[src/core/pmcc_pkg.sv]
package pmcc_pkg;
   // command codes of the command port (standard management-bus codes)
   localparam logic [7:0] CMD_OPERATION = 8'h01; // operation_control
   localparam logic [7:0] CMD_ONOFF_CFG = 8'h02; // on_off_configuration
   localparam logic [7:0] CMD_STORE_ALL = 8'h11; // store all defaults (send byte)
   localparam logic [7:0] CMD_VOUT_MODE = 8'h20; // output voltage mode
   localparam logic [7:0] CMD_VOUT_SET = 8'h21; // output_voltage_setpoint
   localparam logic [7:0] CMD_MARGIN_HI = 8'h25; // margin high set point
   localparam logic [7:0] CMD_MARGIN_LO = 8'h26; // margin low set point
   localparam logic [7:0] CMD_VIN_ON = 8'h35; // input_turn_on_threshold
   localparam logic [7:0] CMD_VIN_OFF = 8'h36; // input_turn_off_threshold
   localparam logic [7:0] CMD_TURN_ON_DELAY_TIME = 8'h60; // turn_on_delay_time
   localparam logic [7:0] CMD_SOFT_START_RISE_TIME = 8'h61; // soft_start_rise_time
   localparam logic [7:0] CMD_VIN_READ = 8'h88; // input_voltage_readback
   localparam logic [7:0] CMD_VOUT_READ = 8'h8B; // output_voltage_readback
   localparam logic [7:0] CMD_VIN_OFS = 8'hD0; // input_voltage_cal_offset
   localparam logic [7:0] CMD_VIN_GAIN = 8'hD1; // input_voltage_cal_gain
   localparam logic [7:0] CMD_VOUT_OFS = 8'hD2; // output_voltage_cal_offset
   // field positions
   localparam int OP_ON_BIT = 7; // enable bit of operation byte
   localparam int CFG_CMD_BIT = 3; // command-response bit
   localparam int LIN_EXP_LSB = 11; // exponent field [15:11]
   // fixed exponents, 5-bit two's complement
   localparam logic [4:0] EXP_M3 = 5'h1D; // -3
   localparam logic [4:0] EXP_M1 = 5'h1F; // -1
   localparam logic [7:0] VOUT_MODE_VAL = 8'h14; // linear mode, exponent -12
   // reset values
   localparam logic [7:0] OP_RST = 8'h00; // output off, margin off
   localparam logic [4:0] CFG_RST = 5'h1F; // all five bits set
   localparam logic [10:0] VIN_ON_RST = 11'h110; // 34.0 V
   localparam logic [10:0] VIN_OFF_RST = 11'h100; // 32.0 V
   localparam logic [10:0] TON_DLY_RST = 11'h014; // 10 ms
   localparam logic [10:0] SOFT_START_RISE_TIME_RST = 11'h01E; // 15 ms
   localparam logic [15:0] VOUT_RST = 16'hC000; // 12.0 V
   localparam logic [15:0] MHI_RST = 16'hC666; // 12.4 V
   localparam logic [15:0] MLO_RST = 16'hB99A; // 11.6 V
   // ranges in mantissa units
   localparam logic [10:0] VIN_MIN = 11'h100; // 32.000 V
   localparam logic [10:0] VIN_MAX = 11'h170; // 46.000 V
   localparam logic [10:0] DLY_MIN = 11'h014; // 10 ms
   localparam logic [10:0] RISE_MIN = 11'h01E; // 15 ms
   localparam logic [10:0] TIME_MAX = 11'h3E8; // 500 ms
   localparam logic [15:0] VOUT_MIN = 16'h819A; // 8.10 V
   localparam logic [15:0] VOUT_MAX = 16'hD333; // 13.20 V
   // timing: one mantissa step is half a millisecond
   localparam int CLK_MHZ = 100;
   localparam int STEP_US = 500;
   localparam int STEP_CYC = STEP_US * CLK_MHZ;
   localparam int GAIN_SHIFT = 13; // divide by 8192
   // sequencer states
   typedef enum logic [1:0] {
      PMCC_OFF = 2'b00,
      PMCC_DELAY = 2'b01,
      PMCC_RISE = 2'b10,
      PMCC_ON = 2'b11
   } pmcc_state_t;
endpackage

[src/core/pmcc_cal.sv]
`timescale 1ns/1ns
`default_nettype none
// corrects raw conversions with offset, the input one also with gain, registered outputs
module pmcc_cal
   import pmcc_pkg::*;
(
   input wire logic CLOCK,
   input wire logic RST,
   input wire logic CE,
   input wire logic [15:0] vout_raw,
   input wire logic [15:0] vout_ofs,
   input wire logic [10:0] vin_raw,
   input wire logic [10:0] vin_ofs,
   input wire logic [15:0] vin_gain,
   output logic [15:0] vout_q,
   output logic [10:0] vin_q
);
   logic [26:0] vin_prod; // raw times gain
   logic signed [17:0] vin_sum; // scaled plus offset
   logic signed [17:0] vout_sum; // raw plus offset
   always_comb begin
      vin_prod = 27'(vin_raw) * 27'(vin_gain);
      vin_sum = $signed({4'h0, vin_prod[26:GAIN_SHIFT]}) + 18'(signed'(vin_ofs));
      vout_sum = $signed({2'b00, vout_raw}) + 18'(signed'(vout_ofs));
   end
   // clamp into the representable positive ranges
   always_ff @(posedge CLOCK) begin
      if (RST) begin
         vout_q <= 16'h0000;
         vin_q <= 11'h000;
      end else if (CE) begin
         if (vout_sum < 0) vout_q <= 16'h0000;
         else if (vout_sum > 18'sh0FFFF) vout_q <= 16'hFFFF;
         else vout_q <= vout_sum[15:0];
         if (vin_sum < 0) vin_q <= 11'h000;
         else if (vin_sum > 18'sh003FF) vin_q <= 11'h3FF;
         else vin_q <= vin_sum[10:0];
      end
   end
endmodule
`default_nettype wire

[src/core/pmcc_top.sv]
// Notes on behaviour
// - operation bit 7 enables the output
// - five config bits, bit 3 writable, all one
// - command bit clear ignores operation enable
// - output needs enable pin asserted
// - stay off until pin and command agree
// - thresholds 32 to 46 V, 0.125 V steps
// - threshold words exponent -3, positive mantissa
// - turn-on delay 10-500 ms, then ramp
// - rise time 15-500 ms sets ramp length
// - time words exponent -1, positive mantissa
// - set point unsigned, exponent -12, mode reports
// - set point limited 8.10 to 13.20 V
// - separate margin high and low set points
// - operation bits 5:2 select margin
// - output readback unsigned, exponent -12
// - output readback adds readable factory offset
// - input readback exponent -3, positive mantissa
// - input offset exponent -3, signed mantissa
// - input readback scaled by gain over 8192
// - settings persist only on store command
`timescale 1ns/1ns
`default_nettype none
module pmcc_top
   import pmcc_pkg::*;
#(
   parameter int STEP_CYCLES = STEP_CYC // cycles per half millisecond
)(
   input wire logic CLOCK,
   input wire logic RST,
   input wire logic CE, // freezes all state when low
   input wire logic WR_STB, // one-cycle write strobe
   input wire logic RD_STB, // one-cycle read strobe
   input wire logic [7:0] CMD, // command code
   input wire logic [15:0] WDATA, // write word, bytes in low for byte commands
   output logic [15:0] RDATA, // read word
   output logic RVALID, // read answer pulse
   output logic CMD_ERR, // unsupported command pulse
   output logic DATA_ERR, // invalid data pulse
   input wire logic EN_PIN, // analog on/off pin, high asserted
   input wire logic [15:0] VOUT_ADC, // raw output conversion
   input wire logic [10:0] VIN_ADC, // raw input conversion
   input wire logic [15:0] NV_VOUT_OFS, // factory output offset
   input wire logic [10:0] NV_VIN_OFS, // factory input offset
   input wire logic [15:0] NV_VIN_GAIN, // factory input gain
   output logic NV_STORE, // pulse: commit working settings
   output logic OUT_EN, // power stage enable
   output logic RAMPING, // output ramp in progress
   output logic [15:0] VOUT_TARGET, // present set point in use
   output logic [15:0] RAMP_CNT // half-millisecond steps into phase
);
   // elaboration check: the tick counter needs at least one cycle per step
   if (STEP_CYCLES < 1) begin : g_step_check
      $error("STEP_CYCLES must be at least one");
   end

   // working settings
   logic [7:0] op_q; // operation_control
   logic cfg_cmd_q; // command-response bit
   logic [10:0] vin_on_q; // turn-on threshold mantissa
   logic [10:0] vin_off_q; // turn-off threshold mantissa
   logic [10:0] dly_q; // turn-on delay mantissa
   logic [10:0] rise_q; // rise time mantissa
   logic [15:0] vout_q; // set point
   logic [15:0] mhi_q; // margin high
   logic [15:0] mlo_q; // margin low
   logic [15:0] rb_vout; // corrected output reading
   logic [10:0] rb_vin; // corrected input reading
   logic run_req; // output wanted by pin and command
   logic [10:0] w_mant; // low eleven bits of a write
   logic lin_ok_m3; // exponent -3, top mantissa bit clear
   logic lin_ok_m1; // exponent -1, top mantissa bit clear
   logic wr_ok; // write accepted
   logic wr_bad; // write refused
   logic known; // command accepts writes
   pmcc_state_t st_q; // sequencer state
   logic [31:0] tick_q; // cycles into current half millisecond
   logic step; // half millisecond elapsed

   assign w_mant = WDATA[10:0];
   assign lin_ok_m3 = (WDATA[15:LIN_EXP_LSB] == EXP_M3) && !WDATA[10];
   assign lin_ok_m1 = (WDATA[15:LIN_EXP_LSB] == EXP_M1) && !WDATA[10];

   // range check for each writable command
   // a refused write only pulses DATA_ERR; the stored word is left untouched
   always_comb begin
      wr_ok = 1'b0;
      known = 1'b1;
      if (CMD == CMD_OPERATION) begin
         wr_ok = 1'b1;
      end else if (CMD == CMD_ONOFF_CFG) begin
         wr_ok = 1'b1;
      end else if (CMD == CMD_STORE_ALL) begin
         wr_ok = 1'b1;
      end else if (CMD == CMD_VIN_ON || CMD == CMD_VIN_OFF) begin
         wr_ok = lin_ok_m3 && w_mant >= VIN_MIN && w_mant <= VIN_MAX;
      end else if (CMD == CMD_TURN_ON_DELAY_TIME) begin
         wr_ok = lin_ok_m1 && w_mant >= DLY_MIN && w_mant <= TIME_MAX;
      end else if (CMD == CMD_SOFT_START_RISE_TIME) begin
         wr_ok = lin_ok_m1 && w_mant >= RISE_MIN && w_mant <= TIME_MAX;
      end else if (CMD == CMD_VOUT_SET || CMD == CMD_MARGIN_HI || CMD == CMD_MARGIN_LO) begin
         wr_ok = WDATA >= VOUT_MIN && WDATA <= VOUT_MAX;
      end else begin
         known = 1'b0;
      end
      wr_bad = WR_STB && known && !wr_ok;
   end

   // settings update only on accepted writes; nothing persists here
   always_ff @(posedge CLOCK) begin
      if (RST) begin
         op_q <= OP_RST;
         cfg_cmd_q <= CFG_RST[CFG_CMD_BIT];
         vin_on_q <= VIN_ON_RST;
         vin_off_q <= VIN_OFF_RST;
         dly_q <= TON_DLY_RST;
         rise_q <= SOFT_START_RISE_TIME_RST;
         vout_q <= VOUT_RST;
         mhi_q <= MHI_RST;
         mlo_q <= MLO_RST;
      end else if (CE && WR_STB && wr_ok) begin
         if (CMD == CMD_OPERATION) op_q <= WDATA[7:0];
         if (CMD == CMD_ONOFF_CFG) cfg_cmd_q <= WDATA[CFG_CMD_BIT];
         if (CMD == CMD_VIN_ON) vin_on_q <= w_mant;
         if (CMD == CMD_VIN_OFF) vin_off_q <= w_mant;
         if (CMD == CMD_TURN_ON_DELAY_TIME) dly_q <= w_mant;
         if (CMD == CMD_SOFT_START_RISE_TIME) rise_q <= w_mant;
         if (CMD == CMD_VOUT_SET) vout_q <= WDATA;
         if (CMD == CMD_MARGIN_HI) mhi_q <= WDATA;
         if (CMD == CMD_MARGIN_LO) mlo_q <= WDATA;
      end
   end

   // error pulses and store request
   always_ff @(posedge CLOCK) begin
      if (RST) begin
         CMD_ERR <= 1'b0;
         DATA_ERR <= 1'b0;
         NV_STORE <= 1'b0;
      end else if (CE) begin
         CMD_ERR <= (WR_STB || RD_STB) && !known && !(RD_STB && CMD == CMD_VOUT_MODE)
            && !(RD_STB && (CMD == CMD_VIN_READ || CMD == CMD_VOUT_READ || CMD == CMD_VIN_OFS
            || CMD == CMD_VIN_GAIN || CMD == CMD_VOUT_OFS));
         DATA_ERR <= wr_bad;
         NV_STORE <= WR_STB && CMD == CMD_STORE_ALL;
      end
   end

   // readback multiplexer
   // unknown read codes return zero with RVALID still pulsed, so the host never waits
   always_ff @(posedge CLOCK) begin
      if (RST) begin
         RDATA <= 16'h0000;
         RVALID <= 1'b0;
      end else if (CE) begin
         RVALID <= RD_STB;
         if (RD_STB) begin
            if (CMD == CMD_OPERATION) RDATA <= {8'h00, op_q};
            else if (CMD == CMD_ONOFF_CFG) RDATA <= {11'h000, CFG_RST[4], cfg_cmd_q, CFG_RST[2:0]};
            else if (CMD == CMD_VOUT_MODE) RDATA <= {8'h00, VOUT_MODE_VAL};
            else if (CMD == CMD_VIN_ON) RDATA <= {EXP_M3, vin_on_q};
            else if (CMD == CMD_VIN_OFF) RDATA <= {EXP_M3, vin_off_q};
            else if (CMD == CMD_TURN_ON_DELAY_TIME) RDATA <= {EXP_M1, dly_q};
            else if (CMD == CMD_SOFT_START_RISE_TIME) RDATA <= {EXP_M1, rise_q};
            else if (CMD == CMD_VOUT_SET) RDATA <= vout_q;
            else if (CMD == CMD_MARGIN_HI) RDATA <= mhi_q;
            else if (CMD == CMD_MARGIN_LO) RDATA <= mlo_q;
            else if (CMD == CMD_VOUT_READ) RDATA <= rb_vout;
            else if (CMD == CMD_VOUT_OFS) RDATA <= NV_VOUT_OFS;
            else if (CMD == CMD_VIN_READ) RDATA <= {EXP_M3, rb_vin};
            else if (CMD == CMD_VIN_OFS) RDATA <= {EXP_M3, NV_VIN_OFS};
            else if (CMD == CMD_VIN_GAIN) RDATA <= NV_VIN_GAIN;
            else RDATA <= 16'h0000;
         end
      end
   end

   // corrected readings
   // the corrector sees the factory words live, so a reading follows them one edge later
   pmcc_cal u_cal (
      .CLOCK(CLOCK),
      .RST(RST),
      .CE(CE),
      .vout_raw(VOUT_ADC),
      .vout_ofs(NV_VOUT_OFS),
      .vin_raw(VIN_ADC),
      .vin_ofs(NV_VIN_OFS),
      .vin_gain(NV_VIN_GAIN),
      .vout_q(rb_vout),
      .vin_q(rb_vin)
   );

   // start request: pin always required, command bit honoured when enabled
   assign run_req = EN_PIN && (!cfg_cmd_q || op_q[OP_ON_BIT]);

   // margin selection from operation bits 5:2
   // codes outside the two margin codes fall back to the nominal set point
   always_ff @(posedge CLOCK) begin
      if (RST) begin
         VOUT_TARGET <= VOUT_RST;
      end else if (CE) begin
         if (op_q[5:2] == 4'b0110) VOUT_TARGET <= mlo_q;
         else if (op_q[5:2] == 4'b1010) VOUT_TARGET <= mhi_q;
         else VOUT_TARGET <= vout_q;
      end
   end

   // half-millisecond tick, restarted on each phase change
   // the tick rests at zero outside timed phases so each phase starts on a whole step
   assign step = (tick_q == 32'(STEP_CYCLES - 1));
   always_ff @(posedge CLOCK) begin
      if (RST) begin
         tick_q <= 32'h0000_0000;
      end else if (CE) begin
         if (st_q == PMCC_OFF || st_q == PMCC_ON || step) tick_q <= 32'h0000_0000;
         else tick_q <= tick_q + 32'h0000_0001;
      end
   end

   // start sequencer: off, delay, rise, on
   // losing the pin or the command drops straight back to off from any state
   always_ff @(posedge CLOCK) begin
      if (RST) begin
         st_q <= PMCC_OFF;
         RAMP_CNT <= 16'h0000;
      end else if (CE) begin
         if (!run_req) begin
            st_q <= PMCC_OFF;
            RAMP_CNT <= 16'h0000;
         end else begin
            case (st_q)
               PMCC_OFF: begin
                  st_q <= PMCC_DELAY;
                  RAMP_CNT <= 16'h0000;
               end
               PMCC_DELAY: begin
                  if (step && RAMP_CNT == 16'(dly_q) - 16'h0001) begin
                     st_q <= PMCC_RISE;
                     RAMP_CNT <= 16'h0000;
                  end else if (step) RAMP_CNT <= RAMP_CNT + 16'h0001;
               end
               PMCC_RISE: begin
                  if (step && RAMP_CNT == 16'(rise_q) - 16'h0001) begin
                     st_q <= PMCC_ON;
                     RAMP_CNT <= 16'h0000;
                  end else if (step) RAMP_CNT <= RAMP_CNT + 16'h0001;
               end
               default: RAMP_CNT <= 16'h0000;
            endcase
         end
      end
   end

   assign OUT_EN = (st_q == PMCC_RISE) || (st_q == PMCC_ON);
   assign RAMPING = (st_q == PMCC_RISE);

   // assertions: start control
   a_pin_gates_out: assert property (@(posedge CLOCK) disable iff (RST)
      CE && !EN_PIN |=> !OUT_EN)
      else $error("output on without pin");
   a_cmd_ignored: assert property (@(posedge CLOCK) disable iff (RST)
      CE && !cfg_cmd_q && EN_PIN && st_q == PMCC_OFF |=> st_q == PMCC_DELAY)
      else $error("start not taken with command ignored");
   a_op_off: assert property (@(posedge CLOCK) disable iff (RST)
      CE && cfg_cmd_q && !op_q[OP_ON_BIT] |=> st_q == PMCC_OFF)
      else $error("on with enable bit clear");
   a_delay_before_rise: assert property (@(posedge CLOCK) disable iff (RST)
      st_q == PMCC_OFF ##1 st_q == PMCC_DELAY |=> !OUT_EN)
      else $error("ramp without delay");

   // assertions: command decode and storage
   a_op_write: assert property (@(posedge CLOCK) disable iff (RST)
      CE && WR_STB && CMD == CMD_OPERATION |=> op_q == $past(WDATA[7:0]))
      else $error("operation byte not taken");
   a_cfg_writable: assert property (@(posedge CLOCK) disable iff (RST)
      CE && WR_STB && CMD == CMD_ONOFF_CFG |=> cfg_cmd_q == $past(WDATA[CFG_CMD_BIT]))
      else $error("command bit not written");
   a_cfg_read: assert property (@(posedge CLOCK) disable iff (RST)
      CE && RD_STB && CMD == CMD_ONOFF_CFG |=> RVALID && RDATA[15:4] == 12'h001 && RDATA[2:0] == 3'h7)
      else $error("config fixed bits wrong");
   a_bad_flagged: assert property (@(posedge CLOCK) disable iff (RST)
      CE && WR_STB && CMD == CMD_VOUT_SET && WDATA > VOUT_MAX |=> DATA_ERR && $stable(vout_q))
      else $error("bad set point not refused");
   a_thr_exp: assert property (@(posedge CLOCK) disable iff (RST)
      CE && WR_STB && CMD == CMD_VIN_OFF && !lin_ok_m3 |=> DATA_ERR && $stable(vin_off_q))
      else $error("threshold with wrong format taken");
   a_store_pulse: assert property (@(posedge CLOCK) disable iff (RST)
      CE && WR_STB && CMD == CMD_STORE_ALL |=> NV_STORE
      ##1 (!NV_STORE || !$past(CE) || $past(WR_STB && CMD == CMD_STORE_ALL)))
      else $error("store pulse missing");
   a_store_only: assert property (@(posedge CLOCK) disable iff (RST)
      CE && !(WR_STB && CMD == CMD_STORE_ALL) |=> !NV_STORE)
      else $error("store pulse without command");
   a_ro_write: assert property (@(posedge CLOCK) disable iff (RST)
      CE && WR_STB && CMD == CMD_VOUT_READ |=> CMD_ERR && !DATA_ERR)
      else $error("write to reading not refused");

   // assertions: held settings stay in range
   a_vin_range: assert property (@(posedge CLOCK) disable iff (RST)
      vin_on_q >= VIN_MIN && vin_on_q <= VIN_MAX && vin_off_q >= VIN_MIN && vin_off_q <= VIN_MAX)
      else $error("threshold out of range");
   a_time_range: assert property (@(posedge CLOCK) disable iff (RST)
      dly_q >= DLY_MIN && dly_q <= TIME_MAX && rise_q >= RISE_MIN && rise_q <= TIME_MAX)
      else $error("timing setting out of range");
   a_vout_range: assert property (@(posedge CLOCK) disable iff (RST)
      vout_q >= VOUT_MIN && vout_q <= VOUT_MAX && mhi_q >= VOUT_MIN && mhi_q <= VOUT_MAX
      && mlo_q >= VOUT_MIN && mlo_q <= VOUT_MAX)
      else $error("set point out of range");

   // assertions: margin selection
   a_margin_hi: assert property (@(posedge CLOCK) disable iff (RST)
      CE && op_q[5:2] == 4'b1010 |=> VOUT_TARGET == $past(mhi_q))
      else $error("margin high not used");
   a_margin_lo: assert property (@(posedge CLOCK) disable iff (RST)
      CE && op_q[5:2] == 4'b0110 |=> VOUT_TARGET == $past(mlo_q))
      else $error("margin low not used");
   a_margin_off: assert property (@(posedge CLOCK) disable iff (RST)
      CE && op_q[5:4] == 2'b00 |=> VOUT_TARGET == $past(vout_q))
      else $error("nominal set point not used");

   // assertions: readback formats
   a_mode_read: assert property (@(posedge CLOCK) disable iff (RST)
      CE && RD_STB && CMD == CMD_VOUT_MODE |=> RDATA == 16'h0014)
      else $error("mode byte wrong");
   a_thr_read: assert property (@(posedge CLOCK) disable iff (RST)
      CE && RD_STB && CMD == CMD_VIN_OFF |=> RDATA[15:11] == EXP_M3 && !RDATA[10])
      else $error("threshold read format wrong");
   a_dly_read: assert property (@(posedge CLOCK) disable iff (RST)
      CE && RD_STB && CMD == CMD_TURN_ON_DELAY_TIME |=> RDATA[15:11] == EXP_M1 && !RDATA[10])
      else $error("delay read format wrong");
   a_vin_read_exp: assert property (@(posedge CLOCK) disable iff (RST)
      CE && RD_STB && CMD == CMD_VIN_READ |=> RDATA[15:11] == EXP_M3 && !RDATA[10])
      else $error("input reading format wrong");
   a_vout_ofs_read: assert property (@(posedge CLOCK) disable iff (RST)
      CE && RD_STB && CMD == CMD_VOUT_OFS |=> RDATA == $past(NV_VOUT_OFS))
      else $error("output offset read wrong");
   a_vin_ofs_read: assert property (@(posedge CLOCK) disable iff (RST)
      CE && RD_STB && CMD == CMD_VIN_OFS |=> RDATA == {EXP_M3, $past(NV_VIN_OFS)})
      else $error("input offset read wrong");
   a_gain_read: assert property (@(posedge CLOCK) disable iff (RST)
      CE && RD_STB && CMD == CMD_VIN_GAIN |=> RDATA == $past(NV_VIN_GAIN))
      else $error("input gain read wrong");
endmodule
`default_nettype wire

[config.mk]
export PLATFORM = sky130hd
export DESIGN_NAME = pmcc_top
export DESIGN_NICKNAME = d
export VERILOG_FILES = /design/src/core/pmcc_pkg.sv /design/src/core/pmcc_cal.sv /design/src/core/pmcc_top.sv
export SDC_FILE = /design/constraint.sdc
export NUM_CORES = 1
export LEC_CHECK = 0
export ABC_AREA = 1
export BUFFER_PORTS_ARGS = -buffer_cell sky130_fd_sc_hd__buf_2
export CORE_MARGIN = 2
export CORE_UTILIZATION = 54
export CTS_CLUSTER_SIZE = 12
export DETAILED_ROUTE_END_ITERATION = 8
export PLACE_DENSITY_LB_ADDON = 0.12
export SLEW_MARGIN = 20
export SYNTH_ARGS = -nofsm -noshare
export SYNTH_HDL_FRONTEND = slang
export SYNTH_SLANG_ARGS = --single-unit
export TNS_END_PERCENT = 50
[constraint.sdc]
create_clock -name CLOCK -period 8.08 [get_ports CLOCK]
set_input_delay 0.808 -clock CLOCK [delete_from_list [all_inputs] [get_ports CLOCK]]
set_output_delay 0.808 -clock CLOCK [all_outputs]
set_load 0.05 [all_outputs]
==> flow_summary.json, run 1 <==
{
  "post-cts-setup-buffers": 0,
  "post-synth-top-area-fraction_pct": 22.0,
  "post_drt_via_cell_ratio": 5.61,
  "ant_nets": 0,
  "synth_top_flop_cell": "sky130_fd_sc_hd__dfxtp_1",
  "grt-ovfl-total": 0,
  "io_pins": 154,
  "die_x_um": 194,
  "fin_setup_tns_ps": 0,
  "min_path_type": "reg -> reg",
  "power.net_switching_mw": 3.38,
  "endpoint_kind": "register",
  "netlist_top_cells_count": "894 x sky130_fd_sc_hd__nand2_1, 475 x sky130_fd_sc_hd__inv_1, 301 x sky130_fd_sc_hd__nor2_1",
  "clock_power_share_pct": 17.0,
  "initial_core_util_pct": 54.8,
  "drcViolationCount": 0,
  "rsz0062_at_grt": "no",
  "cts-root-buf": "sky130_fd_sc_hd__clkbuf_16",
  "dp_cells": 3514,
  "hold_viol_final": 0,
  "synth.yosys.warnings": 0,
  "crit_family": "adder cells",
  "grt_pass1_wl_um": 100000,
  "synth_area_per_cell_um2": 6.45,
  "max_freq_mhz": 138,
  "total_power_mw": 6.77,
  "rows": 69,
  "synth_compound_area_share_pct": 9.64,
  "final_cells": 3558,
  "worst_slew_pin_slew_ps": 1090,
  "period_utilization_pct": 89.8,
  "clk_path_buf_depth": 3,
  "portBuffers": 153,
  "post_cts_resize_count": 0,
  "rr_startpoint": "tick_q[0]",
  "grt_max_degree": 80,
  "synth_xor_area_share_pct": 2.90,
  "yosysMostFrequentCell": "sky130_fd_sc_hd__nand2_1",
  "critical-path-slowest-cell": "sky130_fd_sc_hd__fa_1",
  "dr.first_iter.drc_count": 1755,
  "die_height_um": 194,
  "gp_congestion": 0.960,
  "postSynthRegisterBits": 214,
  "static-leakage-power_nw": 11.1,
  "postLayoutCoreUtil_pct": 59.6,
  "post_drt_wl_per_cell_um": 17.5,
  "layout.cell_area.non_filler_um2": 21200,
  "standard_cell_core_area_um2": 35600,
  "synth-seq-area-share_pct": 22.0,
  "cap_violations": 0,
  "cts_hold_buffers": 0,
  "number_of_slew_limit_violations_in_the_final_report": 0,
  "dp.final_hpwl_um": 46900,
  "sequentialPowerShare_pct": 16.2,
  "cts_num_sinks": 214,
  "area.growth.synth_to_final_pct": 8.78,
  "postRouteWirelength_um": 62400,
  "worst_supply_voltage_drop_on_vdd_uv": 476,
  "cellPowerDensity_nw_per_um2": 319,
  "run_status": "complete, no violations",
  "synth_mux_area_share_pct": 0.0513,
  "fin_worst_skew_ps": 26.0,
  "min_delay_path_depth": 2,
  "antenna_found_initial": 3,
  "route.vias.total": 19964,
  "crit_path_frequent_cell": "sky130_fd_sc_hd__nand2_1",
  "nets": 3408,
  "dieArea_um2": 37600,
  "post_synth_main_area_contributors": "sky130_fd_sc_hd__dfxtp_1 22%, sky130_fd_sc_hd__nand2_1 17%, sky130_fd_sc_hd__fa_1 13%",
  "cp-start-kind": "input pin",
  "cts_tree": "yes",
  "post_synth_instance_area_um2": 19500,
  "critical_path.max_stage_delay_ps": 540,
  "power.switching_fraction_pct": 49.9,
  "h-tree-depth": 1,
  "ys_types": 54,
  "crit_required_ps": 8510,
  "largest_family_of_logic_cells_by_synthesized_area": "simple AND/OR/NAND/NOR gates",
  "synth_adder_area_share_pct": 19.5,
  "cells_after_synthesis": 3021,
  "synth_enable_flop_cells": 0,
  "max_slew_margin_pct": 26.5,
  "power.combinational.fraction_pct": 66.8,
  "timing.final.setup_violations": 0,
  "power_report.internal_total_mw": 3.39,
  "dpl_cell_area_um2": 20400,
  "grt_util_all_layers_pct": 32.8,
  "drt-pass1-iter-count": 6,
  "crit_buf_inv": 6,
  "grt_pass1_vias": 19055,
  "synth_fp_nets": 3350,
  "synth_top_cell_by_area": "sky130_fd_sc_hd__dfxtp_1",
  "critPathLaunch": "NV_VIN_GAIN[9]",
  "min_from": "vin_on_q[9]",
  "inserted_clock_buffers": 24,
  "final_layout_size_suffix_gt1_share_pct": 7.69,
  "worst-path-max-fanout": 12,
  "ff2ff_path_depth": 13,
  "path_class": "in -> reg",
  "period_needed_ps": 7260,
  "postSynth.asyncResetShare_pct": 0,
  "synth_area_in_simple_gates_pct": 33.8,
  "cts.clk_slew.worst_paths_ps": 60,
  "worstSetupPathDepth": 33,
  "arrival_ps": 7690,
  "clk-insertion-delay-late_ps": 550
}
## stage by stage
stage / worst slack (ps) / hold slack [ps]
2_1_floorplan: 983 / 414
3_3_place_gp: 476 / 425
3_5_place_dp: 474 / 433
4_1_cts: 1000 / 447
5_1_grt: 411 / 466
6_report: 822 / 445
## layer usage
metal | routed length, µm | track usage, % | vias up
li1 | - | - | 9634
met1 | 27000 | 45.3 | 9353
met2 | 27900 | 52.6 | 847
met3 | 5230 | 4.80 | 126
met4 | 2170 | 11.3 | 4
met5 | 26 | 0 | -
## layout by cell type (no fill, tap or decap), types with 6 or more instances in the layout
| cell | n |
|---|---|
| sky130_fd_sc_hd__dfxtp_1 | 214 |
| sky130_fd_sc_hd__ha_1 | 103 |
| sky130_fd_sc_hd__a221oi_1 | 12 |
| sky130_fd_sc_hd__a21oi_1 | 142 |
| sky130_fd_sc_hd__nor3_1 | 47 |
| sky130_fd_sc_hd__nand2_1 | 894 |
| sky130_fd_sc_hd__nand3_1 | 186 |
| sky130_fd_sc_hd__nor2_1 | 299 |
| sky130_fd_sc_hd__buf_2 | 153 |
| sky130_fd_sc_hd__inv_2 | 8 |
| sky130_fd_sc_hd__nand3_2 | 7 |
| sky130_fd_sc_hd__or2_2 | 6 |
| sky130_fd_sc_hd__fa_1 | 126 |
| sky130_fd_sc_hd__inv_1 | 475 |
| sky130_fd_sc_hd__clkbuf_8 | 8 |
| sky130_fd_sc_hd__nand4_1 | 88 |
| sky130_fd_sc_hd__o211ai_1 | 23 |
| sky130_fd_sc_hd__xor2_1 | 44 |
| sky130_fd_sc_hd__xnor2_1 | 18 |
| sky130_fd_sc_hd__clkbuf_1 | 6 |
| sky130_fd_sc_hd__buf_4 | 9 |
| sky130_fd_sc_hd__nor2_2 | 9 |
| sky130_fd_sc_hd__clkbuf_16 | 24 |
| sky130_fd_sc_hd__nor4_1 | 13 |
| sky130_fd_sc_hd__a31oi_1 | 15 |
| sky130_fd_sc_hd__o21ai_0 | 97 |
## registers in the layout, summed over array words and instances, names as in the netlist
signal        flops
st_q              2
vout_q           16
vin_off_q        11
NV_STORE          1
RAMP_CNT         16
u_cal.vin_q      11
CMD_ERR           1
op_q              8
tick_q           32
mhi_q            16
DATA_ERR          1
VOUT_TARGET      16
u_cal.vout_q     16
dly_q            11
cfg_cmd_q         1
RDATA            16
vin_on_q         11
mlo_q            16
RVALID            1
rise_q           11
## worst register-to-register path: stages (launching register included)
cell	delay [ps]
sky130_fd_sc_hd__dfxtp_1	390
sky130_fd_sc_hd__ha_1	260
sky130_fd_sc_hd__nand3_1	110
sky130_fd_sc_hd__nor2_1	110
sky130_fd_sc_hd__nand2_1	60
sky130_fd_sc_hd__nor2_1	440
sky130_fd_sc_hd__inv_1	190
sky130_fd_sc_hd__nand2_1	150
sky130_fd_sc_hd__inv_1	60
sky130_fd_sc_hd__o21ai_2	110
sky130_fd_sc_hd__buf_4	320
sky130_fd_sc_hd__inv_1	220
sky130_fd_sc_hd__o21ai_0	130
sky130_fd_sc_hd__a21oi_1	60
## power groups by stage
stage	Combinational (mW)	Sequential [mW]	Clock [mW]
3_3_place_gp	4.46	1.12	0
6_report	4.52	1.10	1.15
3_5_place_dp	4.44	1.12	0
2_1_floorplan	3.40	1.14	0
5_1_grt	5.13	1.10	1.20
4_1_cts	4.47	1.10	1.16
## cell families (layout without fill, tap and decap cells)
| group | after synthesis | in the layout |
|---|---|---|
| AO/OA/AOI/OAI | 329 | 329 |
| flip-flops | 214 | 214 |
| AND/OR/NAND/NOR | 1568 | 1568 |
| adder cells (fa/ha/maj) | 229 | 229 |
| XOR/XNOR | 63 | 63 |
| other | 0 | 1 |
| multiplexers | 1 | 1 |
| buffers and inverters | 617 | 692 |
## worst paths after layout
| kind | end | slack, ps |
|---|---|---|
| worst max register to register | tick_q[31] | 5390 |
| worst min register to register | vin_on_q[9] | 450 |
| worst min-delay path | vin_on_q[9] | 450 |
| worst max-delay path | u_cal.vin_q[0] | 820 |
## area by class of cell
type                    count  area, µm²
inverters                 487       1830
diodes                      1       2.50
flip-flops and latches    214       4280
multi-input cells        2190      12900
well taps                 461        577
fillers                  3550      14400
repair buffers            162        833
clock inverters             5       88.8
clock buffers              38        733
No activity file was read; power rests on OpenSTA's default activity.
==> run 2, diff against run 1 <==
--- a/config.mk
+++ b/config.mk
@@ -5,13 +5,12 @@
 export SDC_FILE = /design/constraint.sdc
 export NUM_CORES = 1
 export LEC_CHECK = 0
-export ABC_AREA = 1
 export BUFFER_PORTS_ARGS = -buffer_cell sky130_fd_sc_hd__buf_2
 export CORE_MARGIN = 2
 export CORE_UTILIZATION = 54
 export CTS_CLUSTER_SIZE = 12
 export DETAILED_ROUTE_END_ITERATION = 8
-export PLACE_DENSITY_LB_ADDON = 0.12
+export PLACE_DENSITY_LB_ADDON = 0.25
 export SLEW_MARGIN = 20
 export SYNTH_ARGS = -nofsm -noshare
 export SYNTH_HDL_FRONTEND = slang
==> run 2 against run 1 <==
Compared with the run above: combinational power shrank 12%; utilization grew 0.84 points; total power shrank 8.0%; clock power is essentially flat; register-to-register slack lost 590 ps; largest power group unchanged; hold slack lost 5.2 ps; critical path depth shrank 6; synthesized cell count shrank 30%; setup slack lost 280 ps; cell area shrank 7.5%; sequential share of layout area grew 1.6 points; sequential power is essentially flat.
==> flow_summary.json, run 2 <==
{
  "cellPowerDensity_nw_per_um2": 318,
  "worst-path-max-fanout": 16,
  "postRouteWirelength_um": 53000,
  "cts_tree": "yes",
  "layout.cell_area.non_filler_um2": 19600,
  "arrival_ps": 7910,
  "fin_worst_skew_ps": 19.2,
  "endpoint_kind": "register",
  "synth_top_flop_cell": "sky130_fd_sc_hd__dfxtp_1",
  "max_slew_margin_pct": 25.6,
  "cap_violations": 0,
  "cts-root-buf": "sky130_fd_sc_hd__clkbuf_16",
  "ff2ff_path_depth": 9,
  "min_delay_path_depth": 2,
  "post_synth_instance_area_um2": 17700,
  "setup_ws_ps": 538,
  "die_height_um": 185,
  "final_layout_size_suffix_gt1_share_pct": 11.1,
  "yosysMostFrequentCell": "sky130_fd_sc_hd__nand2_1",
  "postLayoutCoreUtil_pct": 60.5,
  "ys_types": 85,
  "path_class": "in -> reg",
  "synth_top_cell_by_area": "sky130_fd_sc_hd__dfxtp_1",
  "post_drt_via_cell_ratio": 6.10,
  "cts.clk_slew.worst_paths_ps": 60,
  "grt_pass1_vias": 15547,
  "max_freq_mhz": 133,
  "synth_area_per_cell_um2": 8.35,
  "grt_util_all_layers_pct": 30.5,
  "inserted_clock_buffers": 25,
  "standard_cell_core_area_um2": 32500,
  "worst_supply_voltage_drop_on_vdd_uv": 546,
  "run_status": "complete, no violations",
  "dieArea_um2": 34300,
  "initial_core_util_pct": 54.7,
  "largest_register": "tick_q",
  "post-cts-setup-buffers": 0,
  "post_cts_resize_count": 0,
  "ant_nets": 0,
  "n_fill_cell": 2901,
  "netlist_top_cells_count": "224 x sky130_fd_sc_hd__nand2_1, 214 x sky130_fd_sc_hd__dfxtp_1, 213 x sky130_fd_sc_hd__nor2_1",
  "min_from": "u_cal.vin_q[10]",
  "number_of_slew_limit_violations_in_the_final_report": 0,
  "grt_pass1_wl_um": 82300,
  "worst_slew_pin_slew_ps": 1110,
  "timing.final.setup_violations": 0,
  "min_path_type": "reg -> reg",
  "dp.final_hpwl_um": 40300,
  "die_x_um": 185,
  "h-tree-depth": 1,
  "nets": 2527,
  "gp_congestion": 0.924,
  "area.growth.synth_to_final_pct": 10.6,
  "cells_after_synthesis": 2124,
  "crit_required_ps": 8440,
  "clk-insertion-delay-late_ps": 530,
  "rows": 66,
  "period_needed_ps": 7540,
  "cts_num_sinks": 214,
  "route.vias.total": 16256,
  "postSynth.asyncResetShare_pct": 0,
  "postSynthRegisterBits": 214,
  "portBuffers": 153,
  "cp-start-kind": "input pin",
  "synth_fp_nets": 2453,
  "grt-ovfl-total": 0,
  "critPathLaunch": "VIN_ADC[4]",
  "antenna_found_initial": 9,
  "fin_setup_tns_ps": 0,
  "static-leakage-power_nw": 8.21,
  "clk_path_buf_depth": 3,
  "cts_hold_buffers": 0,
  "rsz0062_at_grt": "no",
  "drcViolationCount": 0,
  "largest_reg_flops": 32,
  "post_synth_main_area_contributors": "sky130_fd_sc_hd__dfxtp_1 24%, sky130_fd_sc_hd__fa_1 14%, sky130_fd_sc_hd__ha_1 7.3%",
  "period_utilization_pct": 93.3,
  "dpl_cell_area_um2": 18700,
  "dr.first_iter.drc_count": 1486,
  "synth-seq-area-share_pct": 24.1,
  "place_ws_ps": 31.0,
  "grt_max_degree": 82,
  "post_drt_wl_per_cell_um": 19.9,
  "drt-pass1-iter-count": 6,
  "hold_viol_final": 0,
  "io_pins": 154,
  "post-synth-top-area-fraction_pct": 24.1,
  "synth_enable_flop_cells": 0,
  "synth.yosys.warnings": 0,
  "rr_startpoint": "tick_q[0]",
  "most_common_cell_after_layout_fill_and_taps_aside": "sky130_fd_sc_hd__nand2_1",
  "final_cell_mix": "224 x sky130_fd_sc_hd__nand2_1, 214 x sky130_fd_sc_hd__dfxtp_1, 212 x sky130_fd_sc_hd__nor2_1"
}
[run 2: cell count changes after synthesis, moves of 87 or more]
cell,delta
sky130_fd_sc_hd__nand3_1,-149
sky130_fd_sc_hd__inv_1,-301
sky130_fd_sc_hd__mux2i_1,+90
sky130_fd_sc_hd__nor2_1,-88
sky130_fd_sc_hd__nand2_1,-670
sky130_fd_sc_hd__and2_1,+87
[run 2: logic make-up (layout without fill, tap and decap cells)]
family                   count (synthesis)  after routing  share of synthesized area (%)
AO/OA/AOI/OAI                          398            398                           15.6
XOR/XNOR                                88             88                           4.34
adder cells (fa/ha/maj)                229            229                           21.5
buffers and inverters                  297            390                           6.47
flip-flops                             214            214                           24.1
multiplexers                            93             93                           5.26
other                                    0              6                              0
AND/OR/NAND/NOR                        805            805                           22.7
[run 2: power breakdown]
group | internal [mW] | switching, mW | leakage (nW)
clock network | 0.712 | 0.450 | 0.414
logic | 1.68 | 2.28 | 6.07
registers | 1.09 | 0.0245 | 1.73
[run 2: layer usage]
layer  track usage (%)  up-vias  part of all wire (%)
met1              38.4     7893                    40
met2              51.4      696                    48
met3              4.92      136                   7.5
li1                  -     7525                     -
met4              13.7        6                   4.6
met5                 0        -                 0.062
[run 2: cell type report]
class | instances | area (µm²) | area share, %
antenna | 6 | 15.0 | 0.0765
clock buffer | 36 | 717 | 3.65
clock inverter | 10 | 134 | 0.682
inverter | 174 | 653 | 3.33
multi-input combinational | 1613 | 12400 | 63.0
sequential | 214 | 4280 | 21.8
tap | 442 | 553 | 2.82
timing repair buffer | 170 | 903 | 4.60
[run 2: through the flow]
step / hold WS [ps] / cells / power, mW
2_1_floorplan: 416 / 2124 / 4.19
3_3_place_gp: 429 / 2612 / 4.95
3_5_place_dp: 429 / 2612 / 5.05
4_1_cts: 440 / 2658 / 6.23
5_1_grt: 463 / 2661 / 6.75
6_report: 440 / 2665 / 6.23
[run 2: final timing paths]
path | to | slack [ps]
worst min-delay path | u_cal.vin_q[10] | 440
worst min register to register | u_cal.vin_q[10] | 440
worst max-delay path | u_cal.vin_q[2] | 540
worst max register to register | RAMP_CNT[15] | 4800
[run 2: critical path: stages]
cell	delay, ps
sky130_fd_sc_hd__buf_2	280
sky130_fd_sc_hd__nand2_1	140
sky130_fd_sc_hd__fa_1	520
sky130_fd_sc_hd__fa_1	520
sky130_fd_sc_hd__inv_1	50
sky130_fd_sc_hd__fa_1	460
sky130_fd_sc_hd__fa_1	540
sky130_fd_sc_hd__inv_1	50
sky130_fd_sc_hd__fa_1	530
sky130_fd_sc_hd__inv_1	40
sky130_fd_sc_hd__ha_1	330
sky130_fd_sc_hd__a21o_1	190
sky130_fd_sc_hd__nand4_1	80
sky130_fd_sc_hd__and4b_1	200
sky130_fd_sc_hd__o31a_1	270
sky130_fd_sc_hd__a21oi_1	150
sky130_fd_sc_hd__a21o_1	200
sky130_fd_sc_hd__a21oi_1	160
sky130_fd_sc_hd__xnor2_1	140
sky130_fd_sc_hd__ha_1	300
sky130_fd_sc_hd__a21o_1	190
sky130_fd_sc_hd__a21o_1	200
sky130_fd_sc_hd__a22oi_1	270
sky130_fd_sc_hd__a41oi_1	250
sky130_fd_sc_hd__a21o_1	230
sky130_fd_sc_hd__o21bai_1	590
sky130_fd_sc_hd__a32oi_1	210
